## config.mk

```make
export PLATFORM = sky130hd
export DESIGN_NAME = sccl_coherency
export DESIGN_NICKNAME = d
export VERILOG_FILES = /design/src/sccl_pkg.sv /design/src/sccl_fill_share.sv /design/src/sccl_line_next.sv /design/src/sccl_coherency.sv
export SDC_FILE = /design/constraint.sdc
export NUM_CORES = 1
export LEC_CHECK = 0
export ABC_AREA = 1
export BUFFER_PORTS_ARGS = -buffer_cell sky130_fd_sc_hd__buf_4
export CELL_PAD_IN_SITES_DETAIL_PLACEMENT = 1
export CELL_PAD_IN_SITES_GLOBAL_PLACEMENT = 1
export CORE_UTILIZATION = 33
export DETAILED_ROUTE_END_ITERATION = 10
export PLACE_DENSITY = 0.66
export SYNTH_ARGS = -nofsm -noshare
export SYNTH_HDL_FRONTEND = slang
export SYNTH_SLANG_ARGS = --single-unit
```

## constraint.sdc

```tcl
create_clock -name clock -period 3.6 [get_ports clock]
set_clock_uncertainty 0.15 [all_clocks]
set_input_delay 0 -clock clock [delete_from_list [all_inputs] [get_ports clock]]
set_output_delay 0 -clock clock [all_outputs]
set_load 0.02 [all_outputs]
```

## src/sccl_pkg.sv

```systemverilog
// Purpose: Shared types and constants for the secondary cache lateral coherency block.
// Assumes: Direct-mapped main tag array, 32-bit addresses, 32-byte lines.
// Notes: Array geometry is fixed; all parties run on one system clock.
`default_nettype none

package sccl_pkg;

    localparam int SCCL_ADDR_W = 32;
    localparam int SCCL_OFFSET_W = 5;
    localparam int SCCL_INDEX_W = 4;
    localparam int SCCL_LINES = 16;
    localparam int SCCL_TAG_W = SCCL_ADDR_W - SCCL_OFFSET_W - SCCL_INDEX_W;

    typedef enum logic [1:0] {
        LS_INVALID,
        LS_SHARED_UNMOD,
        LS_EXCL_UNMOD,
        LS_EXCL_MOD
    } sccl_line_state_type;

    typedef enum logic [2:0] {
        OP_READ,
        OP_LOCKED_READ,
        OP_WRITE,
        OP_RWITM,
        OP_PROC_INVALIDATE,
        OP_FLUSH
    } sccl_op_type;

    typedef enum logic [1:0] {
        POL_WRITE_BACK,
        POL_WRITE_THROUGH,
        POL_INHIBIT
    } sccl_policy_type;

    typedef enum logic [1:0] {
        SYS_FILL,
        SYS_FILL_MODIFY,
        SYS_INVALIDATE,
        SYS_COPYBACK
    } sccl_sys_kind_type;

    typedef enum logic [2:0] {
        ACT_NONE,
        ACT_UPDATE,
        ACT_INVALIDATE,
        ACT_COPYBACK,
        ACT_FILL,
        ACT_FILL_MODIFY
    } sccl_action_type;

    typedef enum logic [2:0] {
        FSM_IDLE,
        FSM_EVAL,
        FSM_SNOOP_COPY,
        FSM_VICTIM_COPY,
        FSM_SYS_INVALIDATE,
        FSM_COPYBACK,
        FSM_FILL
    } sccl_fsm_type;

    localparam sccl_line_state_type SCCL_LINE_RESET = LS_INVALID;
    localparam logic [SCCL_TAG_W-1:0] SCCL_TAG_RESET = 23'h000000;
    localparam logic [SCCL_OFFSET_W-1:0] SCCL_OFFSET_ZERO = 5'h00;
    localparam logic SCCL_MODEL_RESET = 1'h0;

endpackage : sccl_pkg

`default_nettype wire

```

## src/sccl_fill_share.sv

```systemverilog
// Purpose: Samples the two shared inputs over a line fill.
// Assumes: Both shared inputs are active low and synchronous to clock.
// Notes: Sampling window runs from the cycle after the start up to the first transfer acknowledge.
`default_nettype none

module sccl_fill_share
    import sccl_pkg::*;
(
    // Clock and reset
    input wire logic clock,
    input wire logic reset_n,
    // Fill control
    input wire logic fill_start,
    input wire logic system_transfer_ack,
    // Shared inputs
    input wire logic shared_in_early_n,
    input wire logic shared_in_late_n,
    // Results
    output logic fill_shared,
    output logic early_all
);

    logic window_reg;
    logic seen_reg;
    logic all_reg;
    logic shared_now;

    assign shared_now = !shared_in_early_n || !shared_in_late_n;

    always_ff @(posedge clock) begin
        if (!reset_n) begin
            window_reg <= 1'b0;
            seen_reg <= 1'b0;
            all_reg <= 1'b0;
        end else if (fill_start) begin
            window_reg <= 1'b1;
            seen_reg <= 1'b0;
            all_reg <= 1'b1;
        end else if (window_reg) begin
            seen_reg <= seen_reg || shared_now;
            all_reg <= all_reg && !shared_in_early_n;
            if (system_transfer_ack) begin
                window_reg <= 1'b0;
            end
        end
    end

    // Exclusive only when neither input was seen over the whole window.
    assign fill_shared = seen_reg || (window_reg && shared_now);
    assign early_all = all_reg && (!window_reg || !shared_in_early_n);

endmodule : sccl_fill_share

`default_nettype wire

```

## src/sccl_line_next.sv

```systemverilog
// Purpose: Decides the bus action and final line state for one processor operation.
// Assumes: Inputs are stable while the operation is in progress.
// Notes: Purely combinational.
`default_nettype none

module sccl_line_next
    import sccl_pkg::*;
(
    // Operation
    input wire sccl_op_type op,
    input wire sccl_policy_type policy,
    input wire logic hit,
    input wire sccl_line_state_type cur_state,
    // Model and fill result
    input wire logic three_state,
    input wire logic fill_shared,
    // Decision
    output sccl_action_type action,
    output sccl_line_state_type final_state
);

    sccl_line_state_type clean_state;
    sccl_line_state_type fill_state;

    // The three-state model never uses exclusive-unmodified.
    assign clean_state = three_state ? LS_SHARED_UNMOD : LS_EXCL_UNMOD;
    assign fill_state = (fill_shared || three_state || policy == POL_WRITE_THROUGH) ?
        LS_SHARED_UNMOD : LS_EXCL_UNMOD;

    always_comb begin
        action = ACT_NONE;
        final_state = cur_state;
        if (policy == POL_INHIBIT) begin
            if (hit) begin
                final_state = LS_INVALID;
                action = (cur_state == LS_EXCL_MOD) ? ACT_COPYBACK : ACT_UPDATE;
            end
        end else begin
            case (op)
                OP_READ: begin
                    if (!hit) begin
                        action = ACT_FILL;
                        final_state = fill_state;
                    end
                end
                OP_LOCKED_READ: begin
                    if (!hit) begin
                        action = ACT_FILL;
                        final_state = fill_state;
                    end else if (cur_state == LS_SHARED_UNMOD && policy == POL_WRITE_BACK) begin
                        action = ACT_INVALIDATE;
                        final_state = clean_state;
                    end
                end
                OP_WRITE: begin
                    if (policy == POL_WRITE_BACK) begin
                        if (!hit) begin
                            action = ACT_FILL_MODIFY;
                            final_state = LS_EXCL_MOD;
                        end else if (cur_state == LS_SHARED_UNMOD) begin
                            action = ACT_INVALIDATE;
                            final_state = LS_EXCL_MOD;
                        end else if (cur_state == LS_EXCL_UNMOD) begin
                            action = ACT_UPDATE;
                            final_state = LS_EXCL_MOD;
                        end
                    end
                end
                OP_RWITM: begin
                    if (!hit) begin
                        action = ACT_FILL_MODIFY;
                        final_state = LS_EXCL_MOD;
                    end else if (cur_state == LS_SHARED_UNMOD) begin
                        action = ACT_INVALIDATE;
                        final_state = LS_EXCL_MOD;
                    end else if (cur_state == LS_EXCL_UNMOD) begin
                        action = ACT_UPDATE;
                        final_state = LS_EXCL_MOD;
                    end
                end
                OP_PROC_INVALIDATE: begin
                    if (hit && cur_state == LS_SHARED_UNMOD) begin
                        action = ACT_INVALIDATE;
                        final_state = LS_EXCL_MOD;
                    end else if (hit && cur_state == LS_EXCL_UNMOD) begin
                        action = ACT_UPDATE;
                        final_state = LS_EXCL_MOD;
                    end
                end
                OP_FLUSH: begin
                    if (hit && cur_state == LS_EXCL_MOD) begin
                        action = ACT_COPYBACK;
                        final_state = (policy == POL_WRITE_THROUGH) ? LS_SHARED_UNMOD : clean_state;
                    end
                end
                default: begin
                    action = ACT_NONE;
                end
            endcase
        end
    end

endmodule : sccl_line_next

`default_nettype wire

```

## src/sccl_coherency.sv

```systemverilog
// Purpose: Line-state keeper for lateral coherency of a secondary cache.
// Assumes: Processor, snoop and system bus logic all run on clock.
// Notes: Snoops are served only between processor operations.
`default_nettype none

module sccl_coherency
    import sccl_pkg::*;
(
    // Clock and reset
    input wire logic clock,
    input wire logic reset_n,
    // Processor request
    input wire logic proc_req_valid,
    output logic proc_req_ready,
    input wire sccl_op_type proc_op,
    input wire logic [SCCL_ADDR_W-1:0] proc_addr,
    input wire logic cache_inhibit_attr,
    input wire logic write_through_attr,
    // Processor answer
    output logic proc_done,
    output logic proc_hit,
    output sccl_line_state_type proc_line_state,
    // Snoop port
    input wire logic snoop_valid,
    input wire logic snoop_modify,
    input wire logic [SCCL_ADDR_W-1:0] snoop_addr,
    output logic snoop_done,
    output logic snoop_hit_status_out,
    output logic snoop_retry,
    // System bus master requests
    output logic sys_req_valid,
    output sccl_sys_kind_type sys_req_kind,
    output logic [SCCL_ADDR_W-1:0] sys_req_addr,
    input wire logic sys_done,
    input wire logic system_transfer_ack,
    input wire logic shared_in_early_n,
    input wire logic shared_in_late_n,
    // Status
    output logic model_three_state
);

    sccl_fsm_type fsm_reg;
    sccl_fsm_type fsm_next;
    sccl_line_state_type line_state_reg [SCCL_LINES];
    logic [SCCL_TAG_W-1:0] line_tag_reg [SCCL_LINES];
    sccl_op_type op_reg;
    sccl_policy_type policy_reg;
    sccl_policy_type policy_in;
    logic [SCCL_ADDR_W-1:0] addr_reg;
    logic [SCCL_INDEX_W-1:0] snoop_index_reg;
    logic snoop_modify_reg;
    logic model_three_reg;

    logic [SCCL_INDEX_W-1:0] proc_index;
    logic [SCCL_TAG_W-1:0] proc_tag;
    logic [SCCL_INDEX_W-1:0] snoop_index;
    logic [SCCL_TAG_W-1:0] snoop_tag;
    sccl_line_state_type cur_state;
    sccl_line_state_type snoop_state;
    sccl_line_state_type final_state;
    sccl_action_type action;
    logic hit;
    logic snoop_hit;
    logic snoop_accept;
    logic proc_accept;
    logic proc_commit;
    logic snoop_commit;
    logic victim_dirty;
    logic fill_shared;
    logic early_all;
    logic sys_issue;
    sccl_sys_kind_type issue_kind;
    logic [SCCL_ADDR_W-1:0] issue_addr;
    sccl_sys_kind_type fill_kind;
    logic [SCCL_ADDR_W-1:0] line_addr;
    logic [SCCL_ADDR_W-1:0] victim_addr;

    // Lookups.
    assign proc_index = addr_reg[SCCL_OFFSET_W +: SCCL_INDEX_W];
    assign proc_tag = addr_reg[SCCL_ADDR_W-1 -: SCCL_TAG_W];
    assign cur_state = line_state_reg[proc_index];
    assign hit = (cur_state != LS_INVALID) && (line_tag_reg[proc_index] == proc_tag);
    assign snoop_index = snoop_addr[SCCL_OFFSET_W +: SCCL_INDEX_W];
    assign snoop_tag = snoop_addr[SCCL_ADDR_W-1 -: SCCL_TAG_W];
    assign snoop_state = line_state_reg[snoop_index];
    assign snoop_hit = (snoop_state != LS_INVALID) && (line_tag_reg[snoop_index] == snoop_tag);
    assign victim_dirty = (cur_state == LS_EXCL_MOD);
    assign line_addr = {proc_tag, proc_index, SCCL_OFFSET_ZERO};
    assign victim_addr = {line_tag_reg[proc_index], proc_index, SCCL_OFFSET_ZERO};
    assign fill_kind = (action == ACT_FILL_MODIFY) ? SYS_FILL_MODIFY : SYS_FILL;

    // The cycle after a snoop answer is skipped so a held request is not served twice.
    assign snoop_accept = (fsm_reg == FSM_IDLE) && snoop_valid && !snoop_done;
    assign proc_req_ready = (fsm_reg == FSM_IDLE) && !snoop_accept;
    assign proc_accept = proc_req_valid && proc_req_ready;

    always_comb begin
        if (cache_inhibit_attr) begin
            policy_in = POL_INHIBIT;
        end else if (write_through_attr) begin
            policy_in = POL_WRITE_THROUGH;
        end else begin
            policy_in = POL_WRITE_BACK;
        end
    end

    sccl_line_next u_line_next (
        .op(op_reg),
        .policy(policy_reg),
        .hit(hit),
        .cur_state(cur_state),
        .three_state(model_three_reg),
        .fill_shared(fill_shared),
        .action(action),
        .final_state(final_state)
    );

    assign sys_issue = (snoop_accept && snoop_hit && snoop_state == LS_EXCL_MOD)
        || (fsm_reg == FSM_EVAL && action inside {ACT_INVALIDATE, ACT_COPYBACK, ACT_FILL, ACT_FILL_MODIFY})
        || (fsm_reg == FSM_VICTIM_COPY && sys_done);

    sccl_fill_share u_fill_share (
        .clock(clock),
        .reset_n(reset_n),
        .fill_start(sys_issue && issue_kind inside {SYS_FILL, SYS_FILL_MODIFY}),
        .system_transfer_ack(system_transfer_ack),
        .shared_in_early_n(shared_in_early_n),
        .shared_in_late_n(shared_in_late_n),
        .fill_shared(fill_shared),
        .early_all(early_all)
    );

    // Kind and address of the next system bus request.
    always_comb begin
        issue_kind = SYS_COPYBACK;
        issue_addr = line_addr;
        if (fsm_reg == FSM_IDLE) begin
            issue_addr = {snoop_tag, snoop_index, SCCL_OFFSET_ZERO};
        end else if (fsm_reg == FSM_VICTIM_COPY) begin
            issue_kind = fill_kind;
        end else begin
            case (action)
                ACT_INVALIDATE: begin
                    issue_kind = SYS_INVALIDATE;
                end
                ACT_FILL, ACT_FILL_MODIFY: begin
                    if (victim_dirty) begin
                        issue_addr = victim_addr;
                    end else begin
                        issue_kind = fill_kind;
                    end
                end
                default: begin
                    issue_kind = SYS_COPYBACK;
                end
            endcase
        end
    end

    assign proc_commit = (fsm_reg == FSM_EVAL && action inside {ACT_NONE, ACT_UPDATE})
        || (sys_done && fsm_reg inside {FSM_SYS_INVALIDATE, FSM_COPYBACK, FSM_FILL});
    assign snoop_commit = (snoop_accept && !(snoop_hit && snoop_state == LS_EXCL_MOD))
        || (fsm_reg == FSM_SNOOP_COPY && sys_done);

    always_comb begin
        fsm_next = fsm_reg;
        case (fsm_reg)
            FSM_IDLE: begin
                if (snoop_accept && snoop_hit && snoop_state == LS_EXCL_MOD) begin
                    fsm_next = FSM_SNOOP_COPY;
                end else if (proc_accept) begin
                    fsm_next = FSM_EVAL;
                end
            end
            FSM_EVAL: begin
                case (action)
                    ACT_INVALIDATE: fsm_next = FSM_SYS_INVALIDATE;
                    ACT_COPYBACK: fsm_next = FSM_COPYBACK;
                    ACT_FILL, ACT_FILL_MODIFY: fsm_next = victim_dirty ? FSM_VICTIM_COPY : FSM_FILL;
                    default: fsm_next = FSM_IDLE;
                endcase
            end
            FSM_VICTIM_COPY: begin
                if (sys_done) begin
                    fsm_next = FSM_FILL;
                end
            end
            FSM_SNOOP_COPY, FSM_SYS_INVALIDATE, FSM_COPYBACK, FSM_FILL: begin
                if (sys_done) begin
                    fsm_next = FSM_IDLE;
                end
            end
            default: begin
                fsm_next = FSM_IDLE;
            end
        endcase
    end

    always_ff @(posedge clock) begin
        if (!reset_n) begin
            fsm_reg <= FSM_IDLE;
        end else begin
            fsm_reg <= fsm_next;
        end
    end

    // Latched processor request.
    always_ff @(posedge clock) begin
        if (!reset_n) begin
            op_reg <= OP_READ;
            policy_reg <= POL_WRITE_BACK;
            addr_reg <= '0;
        end else if (proc_accept) begin
            op_reg <= proc_op;
            policy_reg <= policy_in;
            addr_reg <= proc_addr;
        end
    end

    // Latched snoop for a pending copyback.
    always_ff @(posedge clock) begin
        if (!reset_n) begin
            snoop_index_reg <= '0;
            snoop_modify_reg <= 1'b0;
        end else if (snoop_accept) begin
            snoop_index_reg <= snoop_index;
            snoop_modify_reg <= snoop_modify;
        end
    end

    // Main tag array; reset clears every line at once.
    always_ff @(posedge clock) begin
        if (!reset_n) begin
            for (int i = 0; i < SCCL_LINES; i++) begin
                line_state_reg[i] <= SCCL_LINE_RESET;
                line_tag_reg[i] <= SCCL_TAG_RESET;
            end
        end else begin
            if (snoop_commit && fsm_reg == FSM_IDLE && snoop_hit) begin
                line_state_reg[snoop_index] <= snoop_modify ? LS_INVALID : LS_SHARED_UNMOD;
            end else if (snoop_commit && fsm_reg == FSM_SNOOP_COPY) begin
                line_state_reg[snoop_index_reg] <= snoop_modify_reg ? LS_INVALID : LS_SHARED_UNMOD;
            end
            if (proc_commit) begin
                line_state_reg[proc_index] <= final_state;
                if (fsm_reg == FSM_FILL) begin
                    line_tag_reg[proc_index] <= proc_tag;
                end
            end
        end
    end

    // A plain fill that saw the early input held throughout selects the three-state model.
    always_ff @(posedge clock) begin
        if (!reset_n) begin
            model_three_reg <= SCCL_MODEL_RESET;
        end else if (fsm_reg == FSM_FILL && sys_done && sys_req_kind == SYS_FILL) begin
            model_three_reg <= early_all;
        end
    end

    assign model_three_state = model_three_reg;

    // System bus request, held until the transaction completes.
    always_ff @(posedge clock) begin
        if (!reset_n) begin
            sys_req_valid <= 1'b0;
            sys_req_kind <= SYS_FILL;
            sys_req_addr <= '0;
        end else begin
            if (sys_done) begin
                sys_req_valid <= 1'b0;
            end
            if (sys_issue) begin
                sys_req_valid <= 1'b1;
                sys_req_kind <= issue_kind;
                sys_req_addr <= issue_addr;
            end
        end
    end

    // Processor answer.
    always_ff @(posedge clock) begin
        if (!reset_n) begin
            proc_done <= 1'b0;
            proc_hit <= 1'b0;
            proc_line_state <= LS_INVALID;
        end else begin
            proc_done <= proc_commit;
            if (fsm_reg == FSM_EVAL) begin
                proc_hit <= hit;
            end
            if (proc_commit) begin
                proc_line_state <= final_state;
            end
        end
    end

    // Snoop answer; retry is held while a modified line is copied back first.
    always_ff @(posedge clock) begin
        if (!reset_n) begin
            snoop_done <= 1'b0;
            snoop_hit_status_out <= 1'b0;
            snoop_retry <= 1'b0;
        end else begin
            snoop_done <= snoop_commit;
            if (snoop_accept) begin
                snoop_hit_status_out <= snoop_hit;
            end
            if (snoop_accept && snoop_hit && snoop_state == LS_EXCL_MOD) begin
                snoop_retry <= 1'b1;
            end else if (snoop_commit) begin
                snoop_retry <= 1'b0;
            end
        end
    end

endmodule : sccl_coherency

`default_nettype wire

```

==> reports/qor_table.md, run 1 <==
| Item | This run |
|---|---|
| WL final | 120000 um |
| Instance count after placement with tap cells included | 4785 |
| Number of global-route vias before repair | 28300 |
| Tightest Pin Transition | 1.36 ns |
| Sort of element at the end of the critical path | flip-flop |
| Total power draw | 21.9 mW |
| Setup Slack @ Placement | -0.780 ns |
| Level count of the clock H-tree | 2 |
| Global placer's final weighted congestion | 0.897 |
| Max-cap violations | 0 |
| Critical Path AT | 4.35 ns |
| Fillers | 9730 |
| Adder-cell share of the synthesized area | 0% |
| Detail-routed via count per cell | 5.46 |
| Number of port buffers | 106 |
| Starting Density | 33.4% |
| HPWL after detailed placement | 82300 um |
| Setup repair after global routing missed its margin | yes |
| Total I/O pin count | 122 |
| Min Clock Period, post-route | 4.15 ns |
| Sequential element share of the synthesized area | 50.1% |
| Share of the synthesized area in the top cell type | 43.9% |
| Required time of the worst setup path | 3.79 ns |
| Commonest cells post-synth | nand2_1 (623), nor2_1 (543), edfxtp_1 (400) |
| Flop and latch count out of synthesis | 485 |
| Number of cell rows | 105 |
| Floorplan die area | 84200 sq um |
| Max Clock Freq | 241 MHz |
| Clock slew at reported path FFs | 0.06 ns |
| Total CTS buffers | 55 |
| Kind of start point of the critical path | flip-flop |
| Multiplexer share of the synthesized area | 0% |
| Final hold violation count | 0 |
| Cell taking the most area after synthesis | edfxtp_1 |
| Number of antenna violations at the first check in global routing | 0 |
| Relative max-transition margin | 8.76% |
| Largest fanout on the critical path | 8 |
| PD cells | 590 nW/um^2 |
| Count of final max-slew check failures | 0 |
| Area growth from synthesis to layout | 35.4% |
| Worst setup path category | reg -> reg |
| Final setup viols | 840 |
| Synthesized-area fraction occupied by ao, oa, aoi and oai cells | 13.9% |
| GRT Util Overall | 27.6% |
| Max Root-Sink Buffers | 3 |
| Post-route fraction of the period consumed by the critical path | 115% |
| Post-synthesis cell count | 3452 |
| Hold crit path type | in -> reg |
| Core area | 82100 sq um |
| Share of the synthesized netlist area taken by xor and xnor gates | 0.640% |
| Mean instance size in the synthesized netlist | 7.93 sq um |
| Number of design rule violations left after detail routing | 0 |
| Number of detailed-route iterations in the first pass | 5 |
| Most used standard cell by instance count after synthesis | nand2_1 |
| Non-filler instance count after layout | 5056 |
| Drt first-iter violations | 2185 |
| Clock tree from TritonCTS | done |
| Most used flip-flop cell after synthesis | edfxtp_1 |
| Count of flip-flops with a built-in enable after synthesis | 400 |
| Maximum number of pins on one net before global-route repair | 59 |
| Sink count of the clock tree | 485 |
| DIE HEIGHT | 290 um |
| Peak supply drop | 0.408 mV |
| Synth area leaders | edfxtp_1 (44%), nand2_1 (8.5%), nor2_1 (7.4%) |
| Failing checks | setup timing |
| Fraction of final layout cells sized beyond drive strength 1 | 21.5% |
| Root buffer cell | clkbuf_16 |
| Max reg flops | 368 |
| Largest family of logic cells by synthesized area | simple AND/OR/NAND/NOR gates |
| Vias after detailed routing | 27600 |
| Overall overflow remaining after global route | 0 |
| Cell area after synthesis | 27400 sq um |
| Global-route wire length before repair | 177000 um |
| Leakage power of the design | 15.2 nW |
| NumNets Final | 4018 |
| Unique cell type count in the Yosys netlist | 43 |
| Per-cell routed wire length | 23.8 um |
| Placed cell areas | 32500 sq um |
| Area occupied by multi-input gates | 12000 sq um |
| Status | finished, violations left |
| Clock latency at the later pin of the worst-skew pair | 0.65 ns |
| Final worst slack | -0.555 ns |
| Total non-filler cell area in the finished layout | 37100 sq um |
| FF/Latch Area | 13700 sq um |
| Async set or reset register ratio after synthesis | 0% |
| Width of the die | 290 um |
| Antenna-violating nets left | 0 |
| Yosys warnings | 0 |
| Share of synthesized cell area in and, or, nand and nor gates | 26.2% |
report_power, final:
| group | switching, mW | leakage [nW] | internal, mW |
|---|---|---|---|
| Sequential | 0.305 | 4.83 | 6.46 |
| Combinational | 5.78 | 9.54 | 3.64 |
| Clock | 2.49 | 0.845 | 3.23 |
placed cells by master, fill, tap and decap left out, drive strengths merged:
cell         synthesis  layout
xor2                17      17
o21ai              299     299
a22oi                1       1
diode                0       1
clkinvlp             0       1
nand3b               1       1
inv                295     298
edfxtp             400     400
dfxtp               85      85
conb                 1       5
clkbuf             152      91
a31o                 1       1
a211oi               3       3
a21boi               2       2
clkinv              28      42
o22ai                2       2
a21oi              207     207
nand2              638     638
dlygate4sd3          0     125
and2                 1       1
nor4                 3       3
bufinv               0       4
or2                 30      30
o211ai             143     143
o221ai              13      13
nand4               22      22
nand3              382     382
buf                120     561
a21o                 1       1
o21bai               1       1
nor2               559     559
xnor2                3       3
bufbuf               0       2
nor3                42      42
final timing paths:
path | from | endpoint | slack (ns) | cells after the start
hold reg to reg | proc_line_state[1] | proc_line_state[1] | 0.33 | 2
setup / recovery | flip-flop | line_tag_reg[15][19] | -0.55 | 26
hold / removal | snoop_addr[6] | snoop_index_reg[1] | 0.09 | 6
setup reg to reg | flip-flop | line_tag_reg[15][19] | -0.55 | 26
cell type report:
| cell class | count | share of cell area, % |
|---|---|---|
| Antenna cell | 1 | 0.00675 |
| Multi-Input combinational cell | 2376 | 32.4 |
| Timing Repair Buffer | 699 | 18.9 |
| Clock buffer | 80 | 4.13 |
| Inverter | 323 | 3.31 |
| Sequential cell | 485 | 37.0 |
| Tap cell | 1070 | 3.61 |
| Clock inverter | 22 | 0.587 |
routing by layer:
metal	routed length (um)	track usage [%]
met5	0	0
met3	5710	2.71
met1	50500	35.1
met4	5340	11.9
met2	58600	47.8
metrics by stage:
stage          hold WS (ns)  setup TNS [ns]  utilization [%]
2_1_floorplan      -0.00170          -22.60                -
5_1_grt              0.0979         -460.05             45.2
6_report             0.0917         -338.92             45.2
3_5_place_dp          0.103         -502.83             39.6
4_1_cts            0.000838         -249.75             44.0
3_3_place_gp         0.0984         -426.26             39.6
logic make-up after synthesis:
group	count (synthesis)
and+or+nand+nor	1678
AOI/OAI and AO/OA	673
buffers and inverters	595
DFF	485
xor gates and xnor gates	20
other	1
critical path, cell delays in order, from the launching register on:
cell	delay (ns)
dfxtp_4	0.40
buf_12	0.17
buf_12	0.13
buf_4	0.15
or2_1	0.23
nand3_1	0.07
nand3_1	0.09
nand3_2	0.12
nand3_1	0.09
nand2_1	0.08
nand2_2	0.07
nor2_2	0.12
nand2_2	0.10
nor2_4	0.22
o211ai_1	0.15
a21boi_2	0.20
nand3_2	0.12
nand2_4	0.12
nand2_8	0.08
inv_8	0.08
nand2_8	0.07
nor3_4	0.19
buf_6	0.19
nand2_4	0.08
nand2_4	0.11
buf_6	0.13
buf_6	0.11
repair_timing:
action / 4_1_cts / 5_1_grt
resized for setup: 86 / 165
hold endpoints to repair: 110 / 2
hold buffers: 124 / 1
cloned: 5 / 11
buffers inserted: 12 / 19
pin swaps: 9 / 50
endpoints found under the setup margin: 838 / 863
Note: power is estimated with default switching activity, not from simulation.
==> run 2, diff against run 1 <==
SETUP_SLACK_MARGIN = 0.3   (was not set)
==> reports/qor_table.md, run 2 (synthesized netlist as in run 1, its figures left out) <==
| Item | This run |
|---|---|
| Status | finished, violations left |
| Failing checks | setup timing |
| Overall overflow remaining after global route | 0 |
| Clock latency at the later pin of the worst-skew pair | 0.65 ns |
| Vias after detailed routing | 27400 |
| Clock tree from TritonCTS | done |
| Total CTS buffers | 56 |
| Hold slack | 0.0124 ns |
| Clock slew at reported path FFs | 0.06 ns |
| GRT Util Overall | 27.2% |
| Number of antenna cells inserted | 0 |
| PD cells | 599 nW/um^2 |
| Critical Path AT | 4.33 ns |
| Max-cap violations | 0 |
| Per-cell routed wire length | 23.9 um |
| Final setup viols | 838 |
| Drt first-iter violations | 2041 |
| Total I/O pin count | 122 |
| Fillers | 9611 |
| Detail-routed via count per cell | 5.45 |
| Hold crit path type | in -> reg |
| DIE HEIGHT | 290 um |
| Max Clock Freq | 241 MHz |
| Sort of element at the end of the critical path | flip-flop |
| Floorplan die area | 84200 sq um |
| Global-route wire length before repair | 175000 um |
| Global placer's final weighted congestion | 0.848 |
| Number of port buffers | 106 |
| Number of detailed-route iterations in the first pass | 5 |
| Required time of the worst setup path | 3.77 ns |
| Tightest Pin Transition | 1.10 ns |
| NumNets Final | 3991 |
| Relative max-transition margin | 26.1% |
| Min Clock Period, post-route | 4.16 ns |
| Cell with the largest stage delay on the worst path | dfxtp_4 |
| Number of antenna violations at the first check in global routing | 1 |
| Kind of start point of the critical path | flip-flop |
| Worst setup path category | reg -> reg |
| Area growth from synthesis to layout | 37.7% |
| Leakage power of the design | 15.4 nW |
| Setup repair after global routing missed its margin | yes |
| Width of the die | 290 um |
| Core area | 82100 sq um |
| Fraction of final layout cells sized beyond drive strength 1 | 23.7% |
| Maximum number of pins on one net before global-route repair | 43 |
| Post-route fraction of the period consumed by the critical path | 115% |
| Root buffer cell | clkbuf_16 |
| WL final | 120000 um |
| Max reg flops | 368 |
| Antenna-violating nets left | 0 |
| Number of cell rows | 105 |
| Final worst slack | -0.557 ns |
| Critical Path Max Stage Delay | 0.38 ns |
| Number of design rule violations left after detail routing | 0 |
| Sink count of the clock tree | 485 |
| Level count of the clock H-tree | 2 |
| Buffers plus inverters on the worst setup path | 7 |
| Peak supply drop | 0.447 mV |
| Number of global-route vias before repair | 28500 |
| Largest fanout on the critical path | 12 |
| Final hold violation count | 0 |
| Cell family contributing the most delay on the critical path | simple AND/OR/NAND/NOR gates |
| Total power draw | 22.6 mW |
| Count of final max-slew check failures | 0 |
| HPWL after detailed placement | 79600 um |
| Max Root-Sink Buffers | 3 |
| Highest-count cells in the layout ignoring fill and taps | nand2_1 (541), nor2_1 (513), edfxtp_1 (400) |
| Commonest non-fill, non-tap cell in the layout | nand2_1 |
| Starting Density | 33.4% |
run 2: cell count changes in the layout (fill, tap and decap cells not counted), moves of 14 or more:
cell           before  now
nand3_2            42   68
nand2_4            27   45
clkinv_2            4   18
buf_4             443  399
nand3_1           335  301
dlygate4sd3_1     125  103
clkbuf_1           21    2
buf_6              30   44
buf_12             75   90
nand2_1           564  541
run 2: final timing paths:
path	start	to	slack, ns	depth (start not counted)
max reg2reg	flip-flop	line_tag_reg[4][8]	-0.56	28
max	flip-flop	line_tag_reg[4][8]	-0.56	28
min	reset_n	line_state_reg[0][0]	0.01	5
min reg2reg	u_fill_share.all_reg	u_fill_share.all_reg	0.33	2
run 2: per-stage QoR:
stage	setup TNS [ns]	std cells	area, sq um	utilization [%]	setup slack (ns)
3_5_place_dp	-447.84	4757	32400	39.5	-0.697
2_1_floorplan	0	3456	27700	-	0.0476
5_1_grt	-459.10	5030	37700	45.9	-0.673
3_3_place_gp	-384.77	4757	32400	39.5	-0.591
6_report	-346.55	5030	37700	45.9	-0.557
4_1_cts	-262.46	4993	36100	43.9	-0.455
run 2: area by class of cell:
cell class / count / area [sq um] / share of cell area, %
Inverter: 323 / 1220 / 3.25
Tap cell: 1070 / 1340 / 3.55
Clock inverter: 46 / 398 / 1.05
Timing Repair Buffer: 666 / 7010 / 18.6
Clock buffer: 59 / 1430 / 3.80
Sequential cell: 485 / 13700 / 36.4
Multi-Input combinational cell: 2381 / 12600 / 33.4
run 2: layer usage:
metal / wire length [um] / share of wire [%] / GRT usage (%)
met1: 49200 / 41 / 33.9
met2: 59200 / 49 / 46.9
met3: 5770 / 4.8 / 3.10
met4: 5900 / 4.9 / 13.0
met5: 13 / 0.011 / 0
run 2: where the power goes:
part	total (mW)	internal, mW	switching (mW)
Sequential	6.75	6.46	0.291
Combinational	9.95	3.86	6.09
Clock	5.90	3.32	2.59
Total	22.6	13.6	8.96
run 2: timing repair:
action / in CTS / in global routing
hold buffers: 102 / 2
pin swaps: 36 / 65
setup endpoints to repair: 839 / 859
cloned: 10 / 16
setup buffers: 19 / 19
endpoints found under the hold margin: 111 / 33
resized for setup: 110 / 275
run 2: tightest hold or removal path, cell delays in order:
cell     delay (ns)
buf_4          0.19
nand3_1        0.15
nand2_4        0.12
nand2_8        0.12
nor3_2         0.05
